### src/design/pin_readback_defines.svh
// register indices, byte-address scaling, field positions and reset values of the pin readback block
//
// Notes on behaviour
// - group 3 read gives six pin levels
// - group 4 read gives eight pin levels
// - group 5 gives four levels, top zero
// - group 6 read follows all eight pins
// - group A read mirrors eight pins, unreset
// - group B read gives pin n bit
// - group C read gives pin n bit
// - group D readback register exists, eight pins
// - group E read gives pin n bit
// - group F read gives pin n bit
// - group G readback holds five pins
// - group 1 output latch, read/write, reset zero
`ifndef PIN_READBACK_DEFINES_SVH
`define PIN_READBACK_DEFINES_SVH

// register indices; byte address is four times the index
`define IDX_G3 16'hff52
`define IDX_G4 16'hff53
`define IDX_G5 16'hff54
`define IDX_G6 16'hff55
`define IDX_GA 16'hff59
`define IDX_GB 16'hff5a
`define IDX_GC 16'hff5b
`define IDX_GD 16'hff5c
`define IDX_GE 16'hff5d
`define IDX_GF 16'hff5e
`define IDX_GG 16'hff5f
`define IDX_G1_OUT 16'hff60

// byte address layout: index above two zero lane bits
`define ADDR_W 18
`define IDX_LSB 2

// pin group widths
`define G3_W 6
`define G4_W 8
`define G5_W 4
`define G6_W 8
`define G8_W 8
`define GG_W 5
// all synchronised pins packed in one vector
`define PIN_TOTAL_W 79

// group 1 latch reset value
`define G1_OUT_RST 8'h00

`endif

### src/design/pin_readback_pkg.sv
// types shared by the pin readback block
package pin_readback_pkg;

    // one-hot states of the bus answer sequencer
    typedef enum logic [1:0] {
        ST_IDLE = 2'b01,
        ST_ACCESS = 2'b10
    } apb_state_t;

    // which register an index selects
    typedef enum logic [3:0] {
        SEL_NONE = 4'h0,
        SEL_G3 = 4'h1,
        SEL_G4 = 4'h2,
        SEL_G5 = 4'h3,
        SEL_G6 = 4'h4,
        SEL_GA = 4'h5,
        SEL_GB = 4'h6,
        SEL_GC = 4'h7,
        SEL_GD = 4'h8,
        SEL_GE = 4'h9,
        SEL_GF = 4'ha,
        SEL_GG = 4'hb,
        SEL_G1_OUT = 4'hc
    } reg_sel_t;

endpackage : pin_readback_pkg

### src/design/pin_sync2.sv
// two-flop synchroniser for a vector of asynchronous pin levels
`timescale 1ns/1ps
`include "pin_readback_defines.svh"
module pin_sync2 import pin_readback_pkg::*; (
    input wire logic clk, // system clock
    input wire logic [`PIN_TOTAL_W-1:0] async_in, // raw pin levels
    output logic [`PIN_TOTAL_W-1:0] sync_out // levels safe for core logic
);

    logic [`PIN_TOTAL_W-1:0] meta; // first stage, read only by second stage
    logic [`PIN_TOTAL_W-1:0] next_meta; // next first stage
    logic [`PIN_TOTAL_W-1:0] next_sync; // next second stage

    // no reset: content follows the pins, there is no defined initial value
    always_comb begin
        next_meta = async_in;
        next_sync = meta;
    end

    // both stages register every edge
    always_ff @(posedge clk) begin
        meta <= next_meta;
        sync_out <= next_sync;
    end

endmodule : pin_sync2

### src/design/apb_answer_seq.sv
// apb answer sequencer: one wait-free access cycle after each setup
`timescale 1ns/1ps
`include "pin_readback_defines.svh"
module apb_answer_seq import pin_readback_pkg::*; (
    input wire logic clk, // system clock
    input wire logic rst, // synchronous reset, active high
    input wire logic psel, // apb select
    input wire logic penable, // apb enable
    output logic pready, // ready, straight from a state flop
    output logic setup_seen // high in the setup cycle only
);

    apb_state_t state; // current state
    apb_state_t next_state; // next state

    // a setup cycle is select without enable while idle
    assign setup_seen = psel && !penable && (state == ST_IDLE);

    // next state: answer in the first access cycle, then back to idle
    always_comb begin
        next_state = state;
        case (state)
            ST_IDLE: begin
                if (setup_seen) begin
                    next_state = ST_ACCESS; // ready for the coming access cycle
                end
            end
            ST_ACCESS: begin
                next_state = ST_IDLE; // transfer completes at this edge
            end
            default: begin
                next_state = ST_IDLE; // recover from an illegal code
            end
        endcase
    end

    // state register
    always_ff @(posedge clk) begin
        if (rst) begin
            state <= ST_IDLE;
        end else begin
            state <= next_state;
        end
    end

    // ready is the access bit of the one-hot code
    assign pready = state[1];

endmodule : apb_answer_seq

### src/design/pin_readback_top.sv
// pin level readback registers and group 1 output latch behind an apb slave
//
// The implementer's own choice: the APB register port.
`timescale 1ns/1ps
`include "pin_readback_defines.svh"
module pin_readback_top import pin_readback_pkg::*; (
    input wire logic CORE_CLK, // system clock, 40 MHz
    input wire logic RST, // synchronous reset, active high
    input wire logic PSEL, // apb select
    input wire logic PENABLE, // apb enable
    input wire logic PWRITE, // apb direction, high for write
    input wire logic [`ADDR_W-1:0] PADDR, // apb byte address
    input wire logic [31:0] PWDATA, // apb write data
    input wire logic [3:0] PSTRB, // apb byte strobes
    output logic [31:0] PRDATA, // apb read data, registered
    output logic PREADY, // apb ready, registered
    output logic PSLVERR, // apb error, registered
    input wire logic [`G3_W-1:0] G3_PINS, // group 3 pin levels
    input wire logic [`G4_W-1:0] G4_PINS, // group 4 pin levels
    input wire logic [`G5_W-1:0] G5_PINS, // group 5 pin levels
    input wire logic [`G6_W-1:0] G6_PINS, // group 6 pin levels
    input wire logic [`G8_W-1:0] GA_PINS, // group A pin levels
    input wire logic [`G8_W-1:0] GB_PINS, // group B pin levels
    input wire logic [`G8_W-1:0] GC_PINS, // group C pin levels
    input wire logic [`G8_W-1:0] GD_PINS, // group D pin levels
    input wire logic [`G8_W-1:0] GE_PINS, // group E pin levels
    input wire logic [`G8_W-1:0] GF_PINS, // group F pin levels
    input wire logic [`GG_W-1:0] GG_PINS, // group G pin levels
    output logic [7:0] GROUP1_OUT // group 1 output latch value
);

    // decode a byte address into a register select
    function automatic reg_sel_t decode_addr(input logic [`ADDR_W-1:0] addr);
        logic [15:0] idx;
        idx = addr[`ADDR_W-1:`IDX_LSB];
        decode_addr = SEL_NONE;
        // only aligned words decode; a stray lane offset falls to no register
        if (addr[`IDX_LSB-1:0] == 2'h0) begin
            case (idx)
                `IDX_G3: decode_addr = SEL_G3;
                `IDX_G4: decode_addr = SEL_G4;
                `IDX_G5: decode_addr = SEL_G5;
                `IDX_G6: decode_addr = SEL_G6;
                `IDX_GA: decode_addr = SEL_GA;
                `IDX_GB: decode_addr = SEL_GB;
                `IDX_GC: decode_addr = SEL_GC;
                `IDX_GD: decode_addr = SEL_GD;
                `IDX_GE: decode_addr = SEL_GE;
                `IDX_GF: decode_addr = SEL_GF;
                `IDX_GG: decode_addr = SEL_GG;
                `IDX_G1_OUT: decode_addr = SEL_G1_OUT;
                default: decode_addr = SEL_NONE;
            endcase
        end
    endfunction : decode_addr

    // synchronised pin levels per group
    logic [`PIN_TOTAL_W-1:0] pins_raw; // all raw pins packed
    logic [`PIN_TOTAL_W-1:0] pins_sync; // all synchronised pins
    logic [`G3_W-1:0] pins_group3_level; // group 3 levels
    logic [`G4_W-1:0] pins_group4_level; // group 4 levels
    logic [`G5_W-1:0] pins_group5_level; // group 5 levels
    logic [`G6_W-1:0] pins_group6_level; // group 6 levels
    logic [`G8_W-1:0] pins_groupa_level; // group A levels
    logic [`G8_W-1:0] pins_groupb_level; // group B levels
    logic [`G8_W-1:0] pins_groupc_level; // group C levels
    logic [`G8_W-1:0] pins_groupd_level; // group D levels
    logic [`G8_W-1:0] pins_groupe_level; // group E levels
    logic [`G8_W-1:0] pins_groupf_level; // group F levels
    logic [`GG_W-1:0] pins_groupg_level; // group G levels

    // bus state
    logic setup_seen; // setup cycle of a fresh transfer
    logic xfer_done; // access edge at which the transfer completes
    reg_sel_t sel; // decoded register of the current address
    logic [7:0] group1_output_latch; // group 1 output latch
    logic [7:0] next_latch; // next latch value
    logic [31:0] next_prdata; // next read data
    logic next_pslverr; // next error flag
    logic pslverr_q; // error flag register

    // pack raw pins, group 3 in the low bits
    assign pins_raw = {GG_PINS, GF_PINS, GE_PINS, GD_PINS, GC_PINS, GB_PINS,
                       GA_PINS, G6_PINS, G5_PINS, G4_PINS, G3_PINS};

    // every pin level crosses two flops before any read sees it
    pin_sync2 u_sync (
        .clk(CORE_CLK),
        .async_in(pins_raw),
        .sync_out(pins_sync)
    );

    // unpack synchronised levels, bit n of each group is pin n
    // groups sit back to back, group 3 in the lowest bits
    assign pins_group3_level = pins_sync[5:0];
    assign pins_group4_level = pins_sync[13:6];
    assign pins_group5_level = pins_sync[17:14];
    assign pins_group6_level = pins_sync[25:18];
    assign pins_groupa_level = pins_sync[33:26];
    assign pins_groupb_level = pins_sync[41:34];
    assign pins_groupc_level = pins_sync[49:42];
    assign pins_groupd_level = pins_sync[57:50];
    assign pins_groupe_level = pins_sync[65:58];
    assign pins_groupf_level = pins_sync[73:66];
    assign pins_groupg_level = pins_sync[78:74];

    // handshake sequencer; ready follows every setup by one cycle
    // no wait states: every register answers from a flop, nothing to stall for
    apb_answer_seq u_seq (
        .clk(CORE_CLK),
        .rst(RST),
        .psel(PSEL),
        .penable(PENABLE),
        .pready(PREADY),
        .setup_seen(setup_seen)
    );

    assign sel = decode_addr(PADDR);
    assign xfer_done = PSEL && PENABLE && PREADY;

    // read data and error are decided in setup and held through access;
    // pins are sampled once, so a read returns one coherent snapshot
    always_comb begin
        next_prdata = PRDATA;
        next_pslverr = pslverr_q;
        if (setup_seen) begin
            next_prdata = 32'h0;
            next_pslverr = (sel == SEL_NONE);
            if (!PWRITE) begin
                case (sel)
                    SEL_G3: next_prdata = {26'h0, pins_group3_level};
                    SEL_G4: next_prdata = {24'h0, pins_group4_level};
                    SEL_G5: next_prdata = {28'h0, pins_group5_level};
                    SEL_G6: next_prdata = {24'h0, pins_group6_level};
                    SEL_GA: next_prdata = {24'h0, pins_groupa_level};
                    SEL_GB: next_prdata = {24'h0, pins_groupb_level};
                    SEL_GC: next_prdata = {24'h0, pins_groupc_level};
                    SEL_GD: next_prdata = {24'h0, pins_groupd_level};
                    SEL_GE: next_prdata = {24'h0, pins_groupe_level};
                    SEL_GF: next_prdata = {24'h0, pins_groupf_level};
                    SEL_GG: next_prdata = {27'h0, pins_groupg_level};
                    SEL_G1_OUT: next_prdata = {24'h0, group1_output_latch};
                    default: next_prdata = 32'h0; // unmapped reads as zero
                endcase
            end
        end else if (xfer_done) begin
            next_pslverr = 1'b0; // error only stands through its access cycle
        end
    end

    // latch takes a write only at the completing edge with lane 0 strobed;
    // writes to readback registers fall through and change nothing
    always_comb begin
        next_latch = group1_output_latch;
        if (xfer_done && PWRITE && PSTRB[0] && (sel == SEL_G1_OUT)) begin
            next_latch = PWDATA[7:0];
        end
    end

    // bus answer registers
    // reset leaves the answer quiet: no data, no error
    always_ff @(posedge CORE_CLK) begin
        if (RST) begin
            PRDATA <= 32'h0;
            pslverr_q <= 1'b0;
        end else begin
            PRDATA <= next_prdata;
            pslverr_q <= next_pslverr;
        end
    end

    // output latch register, cleared by reset
    // a mid-run reset drops whatever software left in the latch
    always_ff @(posedge CORE_CLK) begin
        if (RST) begin
            group1_output_latch <= `G1_OUT_RST;
        end else begin
            group1_output_latch <= next_latch;
        end
    end

    assign PSLVERR = pslverr_q;
    assign GROUP1_OUT = group1_output_latch;
endmodule : pin_readback_top

### config.mk
export PLATFORM = sky130hd
export DESIGN_NAME = pin_readback_top
export DESIGN_NICKNAME = d
export VERILOG_FILES = /design/src/design/pin_readback_pkg.sv /design/src/design/pin_sync2.sv /design/src/design/apb_answer_seq.sv /design/src/design/pin_readback_top.sv
export VERILOG_INCLUDE_DIRS = /design/src /design/src/design
export SDC_FILE = /design/constraint.sdc
export NUM_CORES = 1
export LEC_CHECK = 0
export ABC_AREA = 1
export BUFFER_PORTS_ARGS = -buffer_cell sky130_fd_sc_hd__buf_2
export CAP_MARGIN = 15
export CELL_PAD_IN_SITES_DETAIL_PLACEMENT = 1
export CELL_PAD_IN_SITES_GLOBAL_PLACEMENT = 2
export CORE_MARGIN = 2
export CORE_UTILIZATION = 26
export CTS_CLUSTER_SIZE = 24
export DETAILED_ROUTE_END_ITERATION = 6
export PLACE_DENSITY_LB_ADDON = 0.1
export REMOVE_ABC_BUFFERS = 1
export SLEW_MARGIN = 10
export SYNTH_ARGS = -nofsm -noshare
export SYNTH_HDL_FRONTEND = slang
export SYNTH_SLANG_ARGS = --single-unit
### constraint.sdc
create_clock -name CORE_CLK -period 1.6 [get_ports CORE_CLK]
set_input_delay 0.08 -clock CORE_CLK [delete_from_list [all_inputs] [get_ports CORE_CLK]]
set_output_delay 0.08 -clock CORE_CLK [all_outputs]
set_load 0.02 [all_outputs]
**Yosys cells after proc, flatten, opt, wreduce, memory -nomap -nowiden**

Index checks and enable logic that the tools add are counted.
Widths: inputs -> output; s select.

- Register bits: 201
- Bits in latches: 0
- RAM bits: 0
- Bits in read-only memories: 0
- Output and inout bits: 42
- Memories kept: 0

- Add/subtract/negate cells: 0
- $mul: 0
- Div/mod/pow operators: 0
- Magnitude comparators: 0
- Equality and inequality tests: 25
- Shift operators: 0
- Muxes and demuxes: 6
- Bitwise operators: 1
- Reductions and logical operators: 12

Operators by type and width:

| kind | count |
|---|---|
| $eq 16x16->1 const B | 12 |
| $pmux 8 s12 | 1 |
| $pmux 4 s12 | 1 |
| $eq 4x4->1 const B | 5 |
| $eq 4x3->1 const B | 4 |
| $eq 4x2->1 const B | 2 |
| $mux 8 | 1 |
| $logic_and 1x1->1 | 7 |
| $eq 4x1->1 const B | 1 |
| $logic_not 4->1 | 1 |
| $mux 4 | 1 |
| $eq 2x1->1 const B | 1 |
| $logic_not 2->1 | 1 |
| $mux 1 | 2 |
| $reduce_bool 2->1 | 1 |
| $reduce_or 2->1 | 1 |
| $logic_not 1->1 | 1 |
| $not 1->1 | 1 |

**Logic depth before layout (Yosys ltp)**

Gate-level depths: netlist of run 1.

- Depth in word-level cells: 6
- Gate-level depth with buffers: 16
- Depth with buffers taken out: 15

**Modules after synthesis**

Synthesis of run 1 repeated with hierarchy kept, for this count alone.

- Cells, all modules: 554
- Area, all modules: 5489.0 µm²

Modules (own cells, without submodules):

| module | instances | cells each | area each (µm²) |
|---|---|---|---|
| pin_sync2 | 1 | 158 | 3163.0 |
| pin_readback_top | 1 | 387 | 2250.9 |
| apb_answer_seq | 1 | 9 | 75.1 |

**Least setup slack after synthesis of run 1**

Ideal clock, no wire load.

- Path type: input to register
- Start point: input PADDR[9]
- End point: register PRDATA[5]
- Library setup time: 70 ps
- Arrival: 1499 ps
- Required time: 1530 ps
- Path slack: 31 ps
- Stages: 16
- Path buffers: 1
- Cell sequence: inv_1 nand2_2 nor2_1 nand2_1 nor2_1 nor2_1 nand3_2 nand2_1 nor2_4 buf_2 nand3_1 nand2_1 inv_1 nand3_1 nand2_1 a21oi_2

- Longest elaborated chain between the ends: 6

Ends and longest elaborated chain:

| element | line | text |
|---|---|---|
| from (decl) | pin_readback_top.sv:12 | `` input wire logic [`ADDR_W-1:0] PADDR, `` |
| $eq 16x16->1 | pin_readback_top.sv:39 | `case (idx)` |
| $pmux 4 s12 * | pin_readback_top.sv:39 |  |
| $mux 4 * | pin_readback_top.sv:38 | `` if (addr[`IDX_LSB-1:0] == 2'h0) begin `` |
| $eq 4x4->1, or another cell as far along | pin_readback_top.sv:130 | `case (sel)` |
| $pmux 8 s12 * | pin_readback_top.sv:130 |  |
| $mux 8 * | pin_readback_top.sv:129 | `if (!PWRITE) begin` |
| to (signal assigned) | pin_readback_top.sv:167 | `PRDATA <= next_prdata;` |
| to (decl) | pin_readback_top.sv:15 | `output logic [31:0] PRDATA,` |

Mark *: on every way between the ends. The rest lies on a longest branch, timed or not.
A chain may end at the register's enable or synchronous reset.

**Worst setup path in the final report of run 1**

- Start point: input PADDR[2]
- End point: register group1_output_latch[2] (netlist: GROUP1_OUT[2])

- Longest elaborated chain between the ends: 5

Ends and longest elaborated chain:

| element | line | text |
|---|---|---|
| $eq 16x16->1 | pin_readback_top.sv:39 |  |
| $pmux 4 s12 * | pin_readback_top.sv:39 |  |
| $mux 4 * | pin_readback_top.sv:38 |  |
| $eq 4x4->1 * | pin_readback_top.sv:155 | `if (xfer_done && PWRITE && PSTRB[0] && (sel == SEL_G1_OUT)) begin` |
| $logic_and 1x1->1 * | pin_readback_top.sv:155 |  |
| to (signal assigned) | pin_readback_top.sv:176 | `` group1_output_latch <= `G1_OUT_RST; `` |
| to (signal assigned) | pin_readback_top.sv:178 | `group1_output_latch <= next_latch;` |
| to (decl) | pin_readback_top.sv:76 | `logic [7:0] group1_output_latch;` |

Marks and branches as above.

==> results_dict.tcl, run 1 <==
set metrics [dict create \
    number_of_global_route_vias_before_repair 4528 \
    clkLatencyLatePin_ps 430 \
    hp-class "in2reg" \
    post_synth_instance_area_um2 5321 \
    avgSynthCellArea_um2 9.984 \
    route.detailed.vias_per_inst 4.010 \
    cts_made_buffers 17 \
    post_synth_inst_count 533 \
    vdd_drop_max_v 0.0006328 \
    synth.yosys.warnings 0 \
    seq_area_frac_synth 0.6659 \
    seq_power_share 0.520 \
    diodes 0 \
    fp.coreArea_um2 20170 \
    yosys_most_used_dff "sky130_fd_sc_hd__dfxtp_1" \
    avgRoutedWirePerCell_um 14.04 \
    timing.critical_path.fanout_max 12 \
    hpwlAfterDp_um 9893 \
    cts_sinks 177 \
    cellLeakagePower_nw 3.698 \
    synth_largest_type_area_fraction 0.6659 \
    totalNegativeSetupSlack_ps 0 \
    critPathRequiredTime_ps 1930 \
    worstPathArrival_ps 1800 \
    die_height_um 147.1 \
    postLayoutCellArea_um2 8040 \
    grt_setup_unrepaired "true" \
    final.fill_count 2331 \
    final_setup_fails 0 \
    setup.worst_path.end_class "flop" \
    postSynth.asyncResetShare 0 \
    top_achievable_clock_speed_mhz 681.0 \
    run_status "complete, no violations" \
    port_buffers 128 \
    grtUsageTotal 0.1402 \
    powerDensity_nw_per_um2 1120 \
    drtIter0Drc 116 \
    layout.area.seq_um2 3543 \
    post-route-drc-count 0 \
    final.period_utilization 0.9178 \
    max_cap_viol_count 0 \
    ctsRootBufferMaster "sky130_fd_sc_hd__clkbuf_16" \
    rows 52 \
    netlist_top_cells_count "sky130_fd_sc_hd__dfxtp_1 (177), sky130_fd_sc_hd__nand2_1 (97), sky130_fd_sc_hd__nand3_1 (86)" \
    drive_above_1_share 0.2922 \
    synth_cell_type_count 25 \
    synthDominantAreaCellType "sky130_fd_sc_hd__dfxtp_1" \
    final_period_minus_worst_setup_slack_ps 1469 \
    final_nets 919 \
    worst_setup_margin_ps 131.5 \
    flop_and_latch_count_out_of_synthesis 177 \
    swShare 0.2314 \
    cp-start-kind "input port" \
    path_clk_slew_ps 70 \
    top_level_ports 180 \
    pin_count_of_the_biggest_net_entering_global_routing 21 \
    finalClockSkew_ps 6.803 \
    biggest_area_contributors_in_the_synthesized_netlist "sky130_fd_sc_hd__dfxtp_1 (67%), sky130_fd_sc_hd__nand3_1 (8.1%), sky130_fd_sc_hd__nand2_1 (6.8%)" \
    cts_max_path_buffers 2 \
    grt_first_pass_wirelength_um 23010 \
    slew_viols_final 0 \
    globalRoute.totalOverflow 0 \
    areaGrowthSynthToFinish_pct 51.09 \
    floorplan.die_area_um2 21630 \
    gpl.final_weighted_congestion 0.7648 \
    drt_wl_total_um 14940 \
    tritoncts "done" \
    detail_route.first_pass.iterations 6 \
    setup.worst_path.class "in2reg" \
    pwr-share-comb 0.050 \
    starting_utilization_of_the_core_area 0.2638 \
    initial_antenna_violation_count 0 \
    multi_input_area_um2 1555 \
    ant_nets 0 \
    yosys.cell_count.top_type "sky130_fd_sc_hd__dfxtp_1" \
    vias 4267 \
    dieWidth_um 147.1 \
    power_report.internal_total_mw 6.924 \
    hold_viol_final 0 \
    postPlaceCellArea_um2 6406 \
    synth_enable_flop_cells 0 \
    power.switching_mw 2.084 \
    pre_cts_ws_ps -381.7 \
    clock_power_share 0.430 \
    ctsHtreeMaxLevel 4 \
]
==> placed cells by master (no fill, tap or decap), drive strengths merged <==
master       count
nand2          103
dfxtp          177
clkinvlp         2
clkbuf          21
nor3             1
dlygate4sd3     88
nor2            67
a21oi            9
nand4            2
a211oi           8
conb            24
and3             1
nand3           90
inv             38
a31oi            1
buf            155
o21ai            2
clkinv           5
==> through the flow <==
step	hold slack (ps)	utilization	cells	total power [mW]
final	72.41	0.3986	1064	9.008
after floorplan	107.7	-	516	4.846
after detailed placement	183.8	0.3176	940	5.053
after global routing	118.9	0.3986	1064	9.384
after CTS	61.45	0.3887	1060	9.121
after global placement	182.7	0.3176	940	5.049
==> repair_timing <==
item | CTS | global route
hold buffers | 88 | 0
buffers inserted | 0 | 1
endpoints found under the hold margin | 89 | 0
endpoints found under the setup margin | 0 | 16
resized for setup | 0 | 34
==> kinds of logic (layout without fill, tap and decap cells) <==
family | count (synthesis) | count (layout) | share of synthesized area
AOI/OAI and AO/OA | 20 | 20 | 0.02916
buffers and inverters | 72 | 309 | 0.07900
DFF | 177 | 177 | 0.6659
other | 1 | 24 | 0.0007047
and+or+nand+nor | 263 | 264 | 0.2253
==> state kept, by name (all words and copies together) (netlist names) <==
name and flops:
u_sync.sync_out 79, u_seq.state 2, PRDATA 8, GROUP1_OUT 8
PSLVERR 1, u_sync.meta 79
==> cell type report <==
type                            instances  share of cell area
Sequential cell                       177              0.4407
Multi-Input combinational cell        308              0.1934
Clock buffer                           19             0.05384
Tap cell                              270             0.04202
Inverter                               32             0.01494
Timing Repair Buffer                  245              0.2401
Clock inverter                         13             0.01494
==> power by group through the flow <==
stage	clock [mW]	sequential, mW	combinational (mW)
after floorplan	0	4.76	0.0869
after global placement	0	4.79	0.262
after detailed placement	0	4.79	0.267
after CTS	4.00	4.69	0.433
after global routing	4.19	4.70	0.492
final	3.87	4.68	0.450
==> worst max-delay path: stages <==
cell                       delay, ps
sky130_fd_sc_hd__buf_2           110
sky130_fd_sc_hd__inv_1            80
sky130_fd_sc_hd__nand2_1          90
sky130_fd_sc_hd__nor2_1          130
sky130_fd_sc_hd__nand2_1          90
sky130_fd_sc_hd__nor2_2          110
sky130_fd_sc_hd__nor2_1           60
sky130_fd_sc_hd__nand3_2         140
sky130_fd_sc_hd__and3_4          240
sky130_fd_sc_hd__buf_12          130
sky130_fd_sc_hd__nand4_4         110
sky130_fd_sc_hd__buf_12          180
sky130_fd_sc_hd__a211oi_1        230
==> routing by layer <==
metal,GRT usage,up-vias,share of wire
li1,-,2151,-
met1,0.1634,1987,0.43
met2,0.2418,110,0.50
met3,0.03820,19,0.047
met4,0.06154,0,0.024
met5,0,-,0
==> final timing paths <==
path	end	startpoint	slack [ps]	cells past startpoint
worst max-delay path	GROUP1_OUT[2]	PADDR[2]	130	13
worst min-delay path	PSLVERR	PSEL	70	4
worst max register to register	GROUP1_OUT[2]	u_seq.state[1]	220	6
worst min register to register	u_sync.sync_out[23]	u_sync.meta[23]	330	0
Power figures use the tool's default switching activity.
==> run 2: changes to the inputs <==
--- a/config.mk
+++ b/config.mk
@@ -8,16 +8,17 @@
 export LEC_CHECK = 0
 export ABC_AREA = 1
 export BUFFER_PORTS_ARGS = -buffer_cell sky130_fd_sc_hd__buf_2
-export CAP_MARGIN = 15
+export CAP_MARGIN = 20
 export CELL_PAD_IN_SITES_DETAIL_PLACEMENT = 1
 export CELL_PAD_IN_SITES_GLOBAL_PLACEMENT = 2
 export CORE_MARGIN = 2
-export CORE_UTILIZATION = 26
+export CORE_UTILIZATION = 28
+export CTS_BUF_LIST = sky130_fd_sc_hd__clkbuf_2 sky130_fd_sc_hd__clkbuf_4 sky130_fd_sc_hd__clkbuf_8
 export CTS_CLUSTER_SIZE = 24
 export DETAILED_ROUTE_END_ITERATION = 6
 export PLACE_DENSITY_LB_ADDON = 0.1
 export REMOVE_ABC_BUFFERS = 1
-export SLEW_MARGIN = 10
+export SLEW_MARGIN = 20
 export SYNTH_ARGS = -nofsm -noshare
 export SYNTH_HDL_FRONTEND = slang
 export SYNTH_SLANG_ARGS = --single-unit
==> run 2 against run 1 <==
Die area fell by 6.9%. Clock skew increased by 5.2 ps. Clock power down 16%. Global-route usage grew 0.92 points. Wire length shrank 2.6%. Sequential share of layout area is 0.79 points higher. Fmax fell by 2.0%. Sequential cell count unchanged. Via count is 0.96% lower. Register-to-register slack worse by 60 ps. Critical endpoint is now PRDATA[0].
==> results_dict.tcl, run 2 (synthesis gave the netlist of run 1 again) <==
set metrics [dict create \
    path_delay_family "simple AND/OR/NAND/NOR gates" \
    final.fill_count 2151 \
    met3WireLength_um 467 \
    ctsRootBufferMaster "sky130_fd_sc_hd__clkbuf_8" \
    cellLeakagePower_nw 3.662 \
    final.period_utilization 0.9370 \
    cts_made_buffers 17 \
    top_level_ports 180 \
    route.top_layer_used "met4" \
    route.detailed.vias_per_inst 4.099 \
    drive_above_1_share 0.2949 \
    whs_ps 70.74 \
    cp_slowest_stage_delay_ps 140 \
    globalRoute.totalOverflow 0 \
    floorplan.die_area_um2 20120 \
    vdd_drop_max_v 0.0006865 \
    diodes 0 \
    drt_wl_total_um 14560 \
    cts_max_path_buffers 2 \
    wl_met2_um 7278 \
    grtUsageTotal 0.1494 \
    postLayoutCellArea_um2 7899 \
    pin_count_of_the_biggest_net_entering_global_routing 21 \
    final_setup_fails 0 \
    areaGrowthSynthToFinish_pct 48.44 \
    final_common_cell "sky130_fd_sc_hd__dfxtp_1" \
    setup.worst_path.end_class "flop" \
    setup.worst_path.class "in2reg" \
    avgRoutedWirePerCell_um 14.12 \
    port_buffers 128 \
    gpl.final_weighted_congestion 0.7106 \
    final_nets 922 \
    critPathRequiredTime_ps 1940 \
    timing.critical_path.slowest_stage_cell "sky130_fd_sc_hd__nor2_2" \
    post-route-drc-count 0 \
    critical_path_buf_inv_count 5 \
    dieWidth_um 141.9 \
    grt_first_pass_wirelength_um 22730 \
    final_period_minus_worst_setup_slack_ps 1499 \
    slew_viols_final 0 \
    detail_route.wirelength.met1_um 6634 \
    max_cap_viol_count 0 \
    timing.critical_path.fanout_max 12 \
    cp-start-kind "input port" \
    starting_utilization_of_the_core_area 0.2845 \
    clkLatencyLatePin_ps 460 \
    initial_antenna_violation_count 0 \
    fp.coreArea_um2 18710 \
    finalClockSkew_ps 12.03 \
    number_of_global_route_vias_before_repair 4475 \
    tritoncts "done" \
    layout_top_registers "u_sync.meta x79, u_sync.sync_out x79" \
    fin_total_pwr_mw 8.373 \
    detail_route.first_pass.iterations 4 \
    rows 50 \
    timing.slew.headroom 0.6410 \
    hpwlAfterDp_um 9857 \
    postPlaceCellArea_um2 6356 \
    powerDensity_nw_per_um2 1060 \
    grt_setup_unrepaired "true" \
    drtIter0Drc 128 \
    hold_viol_final 0 \
    most-common-layout-cells "sky130_fd_sc_hd__dfxtp_1 (177), sky130_fd_sc_hd__buf_2 (128), sky130_fd_sc_hd__nand2_1 (98)" \
    run_status "complete, no violations" \
    crit_path_cell_chain "buf_2, inv_1, nand2_4, nor2_2, nand2_1, nor2_2, nor2_2, nand3_4, buf_4, nor2_4, buf_12, buf_12, nand3_1, nand2_1, nor2_1, nand3_1, nand2_1, a21oi_2" \
    top_achievable_clock_speed_mhz 667.0 \
    worstPathArrival_ps 1840 \
    vias 4226 \
    cts_sinks 177 \
    ctsHtreeMaxLevel 4 \
    hp-class "in2reg" \
    ant_nets 0 \
    path_clk_slew_ps 100 \
    die_height_um 141.9 \
    tightestPinTransition_ps 538.5 \
]
-- run 2: final timing paths --
check,start,end,slack (ps),cells after the start
setup / recovery,PADDR[7],PRDATA[0],100,18
setup reg to reg,u_seq.state[1],GROUP1_OUT[6],160,5
hold reg to reg,u_sync.meta[5],u_sync.sync_out[5],330,0
hold / removal,PSTRB[0],GROUP1_OUT[7],70,4
-- run 2: layout make-up --
class / count / area, µm² / share of cell area
clock inverters: 15 / 207.7 / 0.02629
inverters: 32 / 120.1 / 0.01521
clock buffers: 17 / 234.0 / 0.02962
flip-flops and latches: 177 / 3543 / 0.4486
well taps: 234 / 292.8 / 0.03707
multi-input cells: 308 / 1578 / 0.1997
repair buffers: 248 / 1923 / 0.2435
-- run 2: metrics by stage --
| step | worst slack (ps) | std cells | utilization | setup TNS, ps |
|---|---|---|---|---|
| 2_1_floorplan | -174.5 | 516 | - | -1362 |
| 3_3_place_gp | -332.1 | 905 | 0.3398 | -4709 |
| 3_5_place_dp | -374.0 | 905 | 0.3398 | -5360 |
| 4_1_cts | 127.0 | 1024 | 0.4100 | 0 |
| 5_1_grt | -39.01 | 1031 | 0.4223 | -168.5 |
| 6_report | 100.8 | 1031 | 0.4223 | 0 |
-- run 2: worst reg2reg max path, delay by kind of cell, from the launching register on --
| family | cells | cell delay [ps] |
|---|---|---|
| and+or+nand+nor | 2 | 570 |
| buffers and inverters | 2 | 220 |
| AOI/OAI and AO/OA | 1 | 210 |
| DFF | 1 | 350 |
-- run 2: layer usage --
metal  global-route usage  vias to the layer above
li1                     -                     2154
met1               0.1817                     1963
met2               0.2578                       95
met3              0.03679                       14
met4              0.05263                        0
met5                    0                        -
-- run 2: power by group --
group / switching, mW / internal [mW]
registers: 0.0582 / 4.62
clock network: 1.88 / 1.37
logic: 0.190 / 0.258
total: 2.13 / 6.25
-- run 2: repair_timing --
action	in CTS	in global routing
buffers inserted	0	4
endpoints found under the setup margin	0	11
hold buffers	87	0
resized for setup	0	31
endpoints found under the hold margin	87	0
==> run 3: changes to the inputs <==
--- a/config.mk
+++ b/config.mk
@@ -16,8 +16,11 @@
 export CTS_BUF_LIST = sky130_fd_sc_hd__clkbuf_2 sky130_fd_sc_hd__clkbuf_4 sky130_fd_sc_hd__clkbuf_8
 export CTS_CLUSTER_SIZE = 24
 export DETAILED_ROUTE_END_ITERATION = 6
+export GPL_TIMING_DRIVEN = 0
 export PLACE_DENSITY_LB_ADDON = 0.1
 export REMOVE_ABC_BUFFERS = 1
+export SETUP_SLACK_MARGIN = 0.3
+export SKIP_LAST_GASP = 1
 export SLEW_MARGIN = 20
 export SYNTH_ARGS = -nofsm -noshare
 export SYNTH_HDL_FRONTEND = slang
==> run 3 against run 2 <==
Clock skew barely moved. Critical path type unchanged. Sequential power barely moved. Total power barely moved. Register-to-register slack improved by 120 ps. Cell area rose by 5.3%. Combinational power rose by 10%. Critical endpoint is now PRDATA[4]. Critical path depth did not move. Final cell count rose by 0.87%. Largest power group unchanged. Global-route usage rose by 1.6 points. Worst setup slack got worse by 4.5 ps.
==> results_dict.tcl, run 3 (synthesis gave the netlist of run 1 again) <==
set metrics [dict create \
    clkLatencyLatePin_ps 460 \
    vdd_drop_max_v 0.0005028 \
    slew_viols_final 0 \
    final_period_minus_worst_setup_slack_ps 1504 \
    timing.critical_path.fanout_max 5 \
    ant_nets 0 \
    final_nets 933 \
    reg2regPathDepth 5 \
    timing.hold.worst.start "PSTRB[0]" \
    placedCellCount 878 \
    hpwlAfterDp_um 8817 \
    dieWidth_um 141.9 \
    timing.slew.headroom 0.6519 \
    grt_setup_unrepaired "true" \
    cts_made_buffers 17 \
    run_status "complete, no violations" \
    hold-path-endpoint "GROUP1_OUT[6]" \
    most-common-layout-cells "sky130_fd_sc_hd__dfxtp_1 (177), sky130_fd_sc_hd__buf_2 (118), sky130_fd_sc_hd__dlygate4sd3_1 (87)" \
    tritoncts "done" \
    cp-start-kind "input port" \
    layout_top_registers "u_sync.meta x79, u_sync.sync_out x79" \
    route.detailed.vias_per_inst 4.217 \
    rows 50 \
    globalRoute.totalOverflow 0 \
    path_clk_slew_ps 100 \
    fp.coreArea_um2 18710 \
    starting_utilization_of_the_core_area 0.2845 \
    initial_antenna_violation_count 0 \
    final.fill_count 2098 \
    crit_path_cell_chain "buf_6, nand2_2, nor2_4, nand2_4, nor2_4, buf_6, inv_4, nand3_4, inv_4, nor2_4, buf_6, buf_12, nand3_2, nand2_2, nor2_2, nand3_1, nand2_1, a21oi_2" \
    setup.worst_path.class "in2reg" \
    port_buffers 128 \
    post-route-drc-count 0 \
    detail_route.first_pass.iterations 4 \
    critical_path_buf_inv_count 6 \
    final.period_utilization 0.9399 \
    hold_viol_final 0 \
    pin_count_of_the_biggest_net_entering_global_routing 20 \
    die_height_um 141.9 \
    final_cell_count_no_fill 1040 \
    finish.utilization 0.4445 \
    depth_of_the_worst_hold_timing_path 4 \
    grt_first_pass_wirelength_um 24620 \
    finalClockSkew_ps 12.40 \
    final_setup_fails 0 \
    top_level_ports 180 \
    drt_wl_total_um 16240 \
    vias 4386 \
    drive_above_1_share 0.3598 \
    path_delay_family "simple AND/OR/NAND/NOR gates" \
    flop_to_flop_setup_slack_ps 280 \
    cts_max_path_buffers 2 \
    worstPathArrival_ps 1890 \
    critPathRequiredTime_ps 1990 \
    ctsRootBufferMaster "sky130_fd_sc_hd__clkbuf_8" \
    reg2reg_to "GROUP1_OUT[0]" \
    ctsHtreeMaxLevel 4 \
    gpl.final_weighted_congestion 0.7389 \
    cp_slowest_stage_delay_ps 170 \
    top_achievable_clock_speed_mhz 665.0 \
    grtUsageTotal 0.1651 \
    final_common_cell "sky130_fd_sc_hd__dfxtp_1" \
    setup.worst_path.end_class "flop" \
    floorplan.die_area_um2 20120 \
    regToRegStartpoint "u_seq.state[1]" \
    hp-class "in2reg" \
    drtIter0Drc 116 \
    timing.critical_path.slowest_stage_cell "sky130_fd_sc_hd__nor2_4" \
    totalNegativeSetupSlack_ps 0 \
    areaGrowthSynthToFinish_pct 56.27 \
    number_of_global_route_vias_before_repair 4615 \
    avgRoutedWirePerCell_um 15.61 \
    max_cap_viol_count 0 \
    cts_sinks 177 \
    diodes 0 \
    tightestPinTransition_ps 522.1 \
    powerDensity_nw_per_um2 1007 \
    cellLeakagePower_nw 3.812 \
]
## run 3: cell types whose count changed in the layout (fill, tap and decap cells not counted), sizes merged
cell      change
clkinv        -5
clkinvlp      +2
clkbuf        -2
inv           -1
bufinv        +2
and3          +1
buf           +8
nor2          +4
## run 3: metal layers
layer / track usage / part of all wire
met4: 0.04895 / 0.016
met3: 0.04050 / 0.037
met1: 0.1934 / 0.43
met5: 0 / 0
met2: 0.2984 / 0.52
## run 3: timing repair
action,in CTS,in global routing
hold endpoints to repair,87,0
resized for setup,86,44
buffers inserted,35,2
pin swaps,34,30
cloned,8,0
hold buffers,87,0
setup endpoints to repair,19,16
## run 3: worst reg2reg max path: stages (launching register included)
cell	delay (ps)
sky130_fd_sc_hd__dfxtp_1	330
sky130_fd_sc_hd__inv_1	60
sky130_fd_sc_hd__nor3_2	270
sky130_fd_sc_hd__nand4_4	140
sky130_fd_sc_hd__buf_12	170
sky130_fd_sc_hd__a211oi_1	250
## run 3: cell type report
type | instances | area, µm² | share of cell area
clock buffers | 17 | 234.0 | 0.02814
inverters | 32 | 142.6 | 0.01715
multi-input cells | 313 | 1852 | 0.2227
repair buffers | 254 | 2074 | 0.2495
flip-flops and latches | 177 | 3543 | 0.4261
well taps | 234 | 292.8 | 0.03521
clock inverters | 13 | 176.4 | 0.02122
## run 3: report_power, final
part	switching, mW	internal [mW]	total, mW
logic	0.214	0.279	0.493
clock network	1.64	1.57	3.21
registers	0.0556	4.62	4.67
total	1.91	6.46	8.38
## run 3: how the worst max path moves through the flow
stage,slack [ps],endpoint,from,depth (start not counted)
5_1_grt,20,PRDATA[4],PADDR[15],18
3_3_place_gp,-1050,PRDATA[0],PADDR[7],16
6_report,100,PRDATA[4],PADDR[13],18
4_1_cts,180,PRDATA[2],PADDR[15],16
3_5_place_dp,-890,PRDATA[2],PADDR[10],14
2_1_floorplan,-170,PRDATA[4],PADDR[9],15
## run 3: stage by stage
step / hold WS (ps) / instance area, µm² / worst slack [ps] / power [mW]
floorplan: 107.7 / 5107 / -174.5 / 4.846
finish: 68.42 / 8315 / 96.24 / 8.378
global route: 52.03 / 8315 / 17.77 / 8.738
CTS: 31.36 / 8148 / 175.9 / 8.484
detailed placement: 183.9 / 6046 / -891.8 / 5.035
global placement: 182.5 / 6041 / -1055 / 5.022
